[config.mk]
export PLATFORM = sky130hd
export DESIGN_NAME = srm_top
export DESIGN_NICKNAME = d
export VERILOG_FILES = /design/src/core/srm_status_bit.v /design/src/core/srm_top.v
export VERILOG_INCLUDE_DIRS = /design/src /design/src/core
export SDC_FILE = /design/constraint.sdc
export NUM_CORES = 1
export LEC_CHECK = 0
export BUFFER_PORTS_ARGS = -buffer_cell sky130_fd_sc_hd__buf_4
export CORE_ASPECT_RATIO = 1.75
export CORE_MARGIN = 2
export CORE_UTILIZATION = 50
export CTS_CLUSTER_DIAMETER = 40
export DETAILED_ROUTE_END_ITERATION = 7
export PLACE_DENSITY_LB_ADDON = 0.05
export SYNTH_ARGS = -nofsm -noshare
export SYNTH_HDL_FRONTEND = slang
export SYNTH_HIERARCHICAL = 1
export SYNTH_SLANG_ARGS = --single-unit
[constraint.sdc]
create_clock -name MCLK -period 1.5 [get_ports MCLK]
set_clock_uncertainty 0.2 [all_clocks]
set_input_delay 0.075 -clock MCLK [delete_from_list [all_inputs] [get_ports MCLK]]
set_output_delay 0.075 -clock MCLK [all_outputs]
set_load 0.05 [all_outputs]
[src/core/srm_consts.vh]
// constants for the service request status and mask block
//
// Behaviour
// - eight-bit status, each condition sets its bit
// - measurement done sets status bit zero
// - any of six failures sets bit four
// - request only for enabled mask bits
// - mask matches status layout, no bit six
// - mask command sets bits 0-4 and 7
// - mask bit five follows switch only
// - status and mask match sets bit six
// - power-on with switch sets bit five
// - panel key sets bit seven, lights indicator when mask bit seven set
// - request on dedicated line, independent of bus
// - poll returns current status byte
// - poll clears status except retained causes
// - poll leaves mask unchanged
// - trigger/illegal causes clear, others retained
// - data ready retained when storage on
// - instrument clear keeps bit five
`ifndef SRM_CONSTS_VH
`define SRM_CONSTS_VH
`define SRM_BIT_READY   0
`define SRM_BIT_DIGINT  1
`define SRM_BIT_ALARM   2
`define SRM_BIT_TIMER   3
`define SRM_BIT_NOTEXEC 4
`define SRM_BIT_PON     5
`define SRM_BIT_SRQ     6
`define SRM_BIT_MANUAL  7
`define SRM_MASK_CMD    8'h9F
`define SRM_ZERO8       8'h00
`define SRM_NCAUSE      6
`define SRM_CLR_CAUSES  6'h05
`endif

[src/core/srm_status_bit.v]
// one sticky status bit with separate clearable and retained causes
`timescale 1ns/1ns
`default_nettype none
module srm_status_bit (
  // clock and reset
  input  wire clk,
  input  wire arst_n,
  // causes
  input  wire set_clr,
  input  wire set_keep,
  input  wire poll_clr,
  input  wire inst_clr,
  // state
  output reg  bit_q
);
  reg keep_q;
  // set wins over a same-cycle clear
  always @(posedge clk or negedge arst_n) begin
    if (!arst_n) begin
      bit_q  <= 1'b0;
      keep_q <= 1'b0;
    end else begin
      bit_q  <= set_clr | set_keep | (bit_q & ~inst_clr & ~(poll_clr & ~keep_q));
      keep_q <= set_keep | (keep_q & ~inst_clr);
    end
  end
endmodule
`default_nettype wire

[src/core/srm_top.v]
// service request status register, mask and request line
`timescale 1ns/1ns
`default_nettype none
`include "srm_consts.vh"
module srm_top (
  // clock and reset
  input  wire       MCLK,
  input  wire       ARST_N,
  // condition pulses
  input  wire       MEAS_DONE,
  input  wire       STORAGE_ON,
  input  wire       NOTEXEC_TRIG,
  input  wire       NOTEXEC_OVERLAP,
  input  wire       NOTEXEC_ILLEGAL,
  input  wire       NOTEXEC_RANGE,
  input  wire       NOTEXEC_FULL,
  input  wire       NOTEXEC_NOSLOT,
  input  wire       TIMER_PULSE,
  input  wire       ALARM_PULSE,
  input  wire       DIGINT_PULSE,
  input  wire       PANEL_KEY_REQUEST,
  // configuration
  input  wire       POWERON_REQUEST_SWITCH,
  input  wire       MASK_SET_COMMAND,
  input  wire [7:0] MASK_SET_VALUE,
  input  wire       INSTRUMENT_CLEAR,
  // serial poll
  input  wire       SERIAL_POLL,
  output reg  [7:0] STATUS_BYTE,
  output reg        STATUS_VALID,
  // request line, indicator and mask readback
  output reg        SRQ_OUT,
  output reg        SRQ_OE,
  output reg        REQUEST_LED,
  output reg  [7:0] MASK_VIEW
);
  // ============================================================
  // power-on sampling of the switch after reset release
  reg        pon_done_q;
  reg        pon_set_d;
  reg  [7:0] mask_q;
  wire [7:0] status;
  wire [7:0] effective_mask;
  wire [5:0] ne_cause;
  wire       ne_clr_set;
  wire       ne_keep_set;
  wire       srq_now;
  wire [7:0] set_clr;
  wire [7:0] set_keep;
  wire [7:0] inst_clr;

  always @(posedge MCLK or negedge ARST_N) begin
    if (!ARST_N)
      pon_done_q <= 1'b0;
    else
      pon_done_q <= 1'b1;
  end

  always @* begin
    pon_set_d = ~pon_done_q & POWERON_REQUEST_SWITCH;
  end

  // ============================================================
  // mask register
  // bit five comes from the switch, bit six never exists
  always @(posedge MCLK or negedge ARST_N) begin
    if (!ARST_N)
      mask_q <= `SRM_ZERO8;
    else if (INSTRUMENT_CLEAR)
      mask_q <= `SRM_ZERO8;
    else if (MASK_SET_COMMAND)
      mask_q <= MASK_SET_VALUE & `SRM_MASK_CMD;
  end

  assign effective_mask = {mask_q[`SRM_BIT_MANUAL], 1'b0, POWERON_REQUEST_SWITCH,
                           mask_q[`SRM_BIT_NOTEXEC:`SRM_BIT_READY]};

  // ============================================================
  // cause decode
  // the six failures fold into one bit; which cause is lost
  assign ne_cause    = {NOTEXEC_NOSLOT, NOTEXEC_FULL, NOTEXEC_RANGE,
                        NOTEXEC_ILLEGAL, NOTEXEC_OVERLAP, NOTEXEC_TRIG};
  assign ne_clr_set  = |(ne_cause & `SRM_CLR_CAUSES);
  assign ne_keep_set = |(ne_cause & ~`SRM_CLR_CAUSES);

  assign set_clr[`SRM_BIT_READY]    = MEAS_DONE & ~STORAGE_ON;
  assign set_keep[`SRM_BIT_READY]   = MEAS_DONE & STORAGE_ON;
  assign set_clr[`SRM_BIT_DIGINT]   = DIGINT_PULSE;
  assign set_keep[`SRM_BIT_DIGINT]  = 1'b0;
  assign set_clr[`SRM_BIT_ALARM]    = ALARM_PULSE;
  assign set_keep[`SRM_BIT_ALARM]   = 1'b0;
  assign set_clr[`SRM_BIT_TIMER]    = TIMER_PULSE;
  assign set_keep[`SRM_BIT_TIMER]   = 1'b0;
  assign set_clr[`SRM_BIT_NOTEXEC]  = ne_clr_set;
  assign set_keep[`SRM_BIT_NOTEXEC] = ne_keep_set;
  assign set_clr[`SRM_BIT_PON]      = pon_set_d;
  assign set_keep[`SRM_BIT_PON]     = 1'b0;
  assign set_clr[`SRM_BIT_MANUAL]   = PANEL_KEY_REQUEST;
  assign set_keep[`SRM_BIT_MANUAL]  = 1'b0;
  // summary bit is recomputed every cycle from the others
  assign srq_now = |(status & effective_mask & `SRM_MASK_CMD) |
                   (status[`SRM_BIT_PON] & effective_mask[`SRM_BIT_PON]);
  assign set_clr[`SRM_BIT_SRQ]      = srq_now;
  assign set_keep[`SRM_BIT_SRQ]     = 1'b0;

  // ============================================================
  // status bits
  genvar gi;
  generate
    for (gi = 0; gi < 8; gi = gi + 1) begin : g_bit
      // summary bit never holds: its hold path is always cut, so it follows srq_now one cycle late
      assign inst_clr[gi] = (INSTRUMENT_CLEAR & (gi != `SRM_BIT_PON)) | (gi == `SRM_BIT_SRQ);
      srm_status_bit u_bit (
        .clk      (MCLK),
        .arst_n   (ARST_N),
        .set_clr  (set_clr[gi]),
        .set_keep (set_keep[gi]),
        .poll_clr (SERIAL_POLL),
        .inst_clr (inst_clr[gi]),
        .bit_q    (status[gi])
      );
    end
  endgenerate

  // ============================================================
  // outputs
  // poll byte is the register before this cycle's clear
  always @(posedge MCLK or negedge ARST_N) begin
    if (!ARST_N)
      STATUS_BYTE <= `SRM_ZERO8;
    else if (SERIAL_POLL)
      STATUS_BYTE <= status;
  end

  // one-cycle strobe: the byte stands until the next poll
  always @(posedge MCLK or negedge ARST_N) begin
    if (!ARST_N)
      STATUS_VALID <= 1'b0;
    else
      STATUS_VALID <= SERIAL_POLL;
  end

  // ============================================================
  // request line, driven only while requesting
  always @(posedge MCLK or negedge ARST_N) begin
    if (!ARST_N)
      SRQ_OUT <= 1'b0;
    else
      SRQ_OUT <= status[`SRM_BIT_SRQ];
  end

  always @(posedge MCLK or negedge ARST_N) begin
    if (!ARST_N)
      SRQ_OE <= 1'b0;
    else
      SRQ_OE <= status[`SRM_BIT_SRQ];
  end

  // ============================================================
  // indicator and mask readback
  always @(posedge MCLK or negedge ARST_N) begin
    if (!ARST_N)
      REQUEST_LED <= 1'b0;
    else
      REQUEST_LED <= status[`SRM_BIT_MANUAL] & effective_mask[`SRM_BIT_MANUAL];
  end

  always @(posedge MCLK or negedge ARST_N) begin
    if (!ARST_N)
      MASK_VIEW <= `SRM_ZERO8;
    else
      MASK_VIEW <= effective_mask;
  end
endmodule
`default_nettype wire

==> results.yml <==
timing:
  setup_violations: 0
  grt_setup_unrepaired: "yes"
  period_share: 0.9893
  tns_ns: 0
  slew_violations: 0
  post-route-min-period_ns: 1.484
  worst_slack_ns: 0.01598
  hold_slack_ns: -0.1513
  finalHoldViolCount: 3
  fmax_mhz: 673.8
layout:
  diodes: 0
  fill_cells: 206
  synthToLayoutAreaGrowth_pct: 43.99
  fin_nets: 216
  drive_gt1_frac: 0.3613
  stdcell_count: 219
synthesis:
  yosysWarnings: 6
  synth_cell_type_count: 18
  ys_seq_area_frac: 0.6705
  synth_area_um2: 1530
  synthTopCellsByArea: "dfrtp_1, mux2_2, a311o_1"
  yosys.area.top_type_share: 0.6705
  syn_inst: 109
  postSynthAreaPerCell_um2: 14.04
  synth_area_leader_cell: "dfrtp_1"
  yosys_register_bits: 41
cts:
  cts_tree: "built"
  cts_resized: 0
  cts_root_buffer: "clkbuf_8"
  cts_buffer_depth: 2
  clk_pin_slew_ns: 0.07
  clkSinkCount: 41
  htree_levels: 2
  clk_latency_ns: 0.28
  cts_buffers: 5
worst_setup_path:
  endpoint_kind: "register"
  path_max_fanout: 2
  cp.arrival_ns: 1.45
  critPathLaunchType: "register"
  crit_type: "reg2reg"
  required_ns: 1.47
power:
  irDropWorstVdd_mv: 0.7793
  p_total_mw: 2.303
  power_density_nw_per_um2: 1045
  leakagePower_nw: 1.049
global_route:
  grt_pass1_vias: 1237
  antenna_found_initial: 0
  grtUsageMet3: 0.05176
  grt_usage: 0.2150
  overflow: 0
  grt_start_max_net_pins: 42
  busiest_layer: "met2"
  grtUsageMet2: 0.3761
  grt_use_met1: 0.2233
  grt_pass1_wl_um: 5409
outcome:
  violations: "negative hold slack"
  status: "finished, violations left"
place:
  dp.cells: 190
  place_hpwl_um: 2165
  gp_congestion: 0.7800
  post-place-ws_ns: -0.002560
  io_buffer_count: 42
detailed_routing:
  drtAntennaViolNets: 0
  drc_errors: 0
  vias_per_cell: 5.018
  wirelength_um: 3292
  drtPass1Iterations: 4
  wl_per_cell_um: 15.03
  vias: 1099
  drt-initial-drc-count: 22
die:
  die_w_um: 45.82
  design.die.area_um2: 3536
  core_area_um2: 2928
  die_h_um: 77.18
  num_rows: 26
  io_pins: 46
  start_util: 0.5226
hold_path:
  worstHoldPathType: "in2reg"
job:
  drv_cap: 0
[sequential cells by signal (all words and copies together) (netlist names)]
register,count
MASK_VIEW,7
SRQ_OE,1
STATUS_VALID,1
REQUEST_LED,1
mask_q,6
g_bit.u_bit/bit_q,8
g_bit.u_bit/keep_q,8
STATUS_BYTE,8
pon_done_q,1
[metal layers]
| layer | share of wire | wire length, um | vias up |
|---|---|---|---|
| met5 | 0 | 0 | - |
| met4 | 0.028 | 91 | 0 |
| met3 | 0.039 | 130 | 7 |
| met2 | 0.57 | 1864 | 35 |
| met1 | 0.37 | 1207 | 540 |
| li1 | - | - | 517 |
[worst paths after layout]
kind | slack (ns) | depth (start not counted) | start | to
min in group asynchronous | 0.11 | 2 | ARST_N | g_bit[0].u_bit/bit_q
max in group asynchronous | 0.64 | 2 | ARST_N | g_bit[4].u_bit/bit_q
worst min register to register | 0.21 | 0 | mask_q[2] | MASK_VIEW[2]
worst min-delay path | -0.15 | 1 | SERIAL_POLL | STATUS_VALID
worst max-delay path | 0.02 | 3 | mask_q[7] | g_bit[6].u_bit/bit_q
worst max register to register | 0.02 | 3 | mask_q[7] | g_bit[6].u_bit/bit_q
[synthesized netlist by cell type (all sizes together)]
library cell,count
a21o,8
a222oi,1
a22oi,2
a311o,8
and2,2
buf,4
conb,2
dfrtp,41
inv,8
mux2,8
mux2i,6
nand2b,8
nand3,1
nor2,6
nor2b,2
or2,1
or4,1
[final cells by class]
type	instances	area [um2]	area share
Inverter	8	30.03	0.01363
Clock inverter	2	10.01	0.004543
Sequential cell	41	1026	0.4656
Tap cell	28	35.03	0.01590
Multi-Input combinational cell	70	501.7	0.2277
Timing Repair Buffer	64	528.0	0.2396
Clock buffer	6	72.57	0.03294
[worst max-delay path, stage by stage (launching register included)]
cell      delay (ns)
dfrtp_1         0.39
a222oi_1        0.39
nand3_1         0.13
a311o_1         0.27
[placed cells by master (no fill, tap or decap)]
master         count
a22oi_1            2
dlygate4sd3_1     19
a311o_1            8
nor2_1             6
conb_1            16
a21o_2             8
and2_1             2
mux2i_1            6
mux2_2             8
nor2b_1            2
buf_4             45
or4_1              1
dfrtp_1           41
inv_1              8
clkbuf_1           1
clkbuf_8           5
or2_2              1
a222oi_1           1
nand3_1            1
nand2b_1           8
clkinv_2           2
[metrics by stage]
step | util | cell area [um2]
final | 0.7526 | 2203
after global routing | 0.7526 | 2203
after CTS | 0.7560 | 2213
after detailed placement | 0.6543 | 1916
after global placement | 0.6543 | 1916
after floorplan | - | 1583
[what timing repair did]
action                                 4_1_cts  5_1_grt
pin swaps                                    2        2
hold buffers                                20        1
setup endpoints to repair                    1        3
buffers inserted                             2        0
endpoints found under the hold margin       62        5
[power by group]
group,switching (mW),internal (mW)
clock network,0.338,0.322
logic,0.245,0.185
registers,0.0393,1.18
[cells by family after synthesis]
family | Yosys count | synth area share
other | 2 | 0.004908
flip-flops | 41 | 0.6705
multiplexers | 14 | 0.09812
AND/OR/NAND/NOR | 21 | 0.07604
AO/OA/AOI/OAI | 19 | 0.1145
buffers and inverters | 12 | 0.03598
Power figures use the tool's default switching activity.
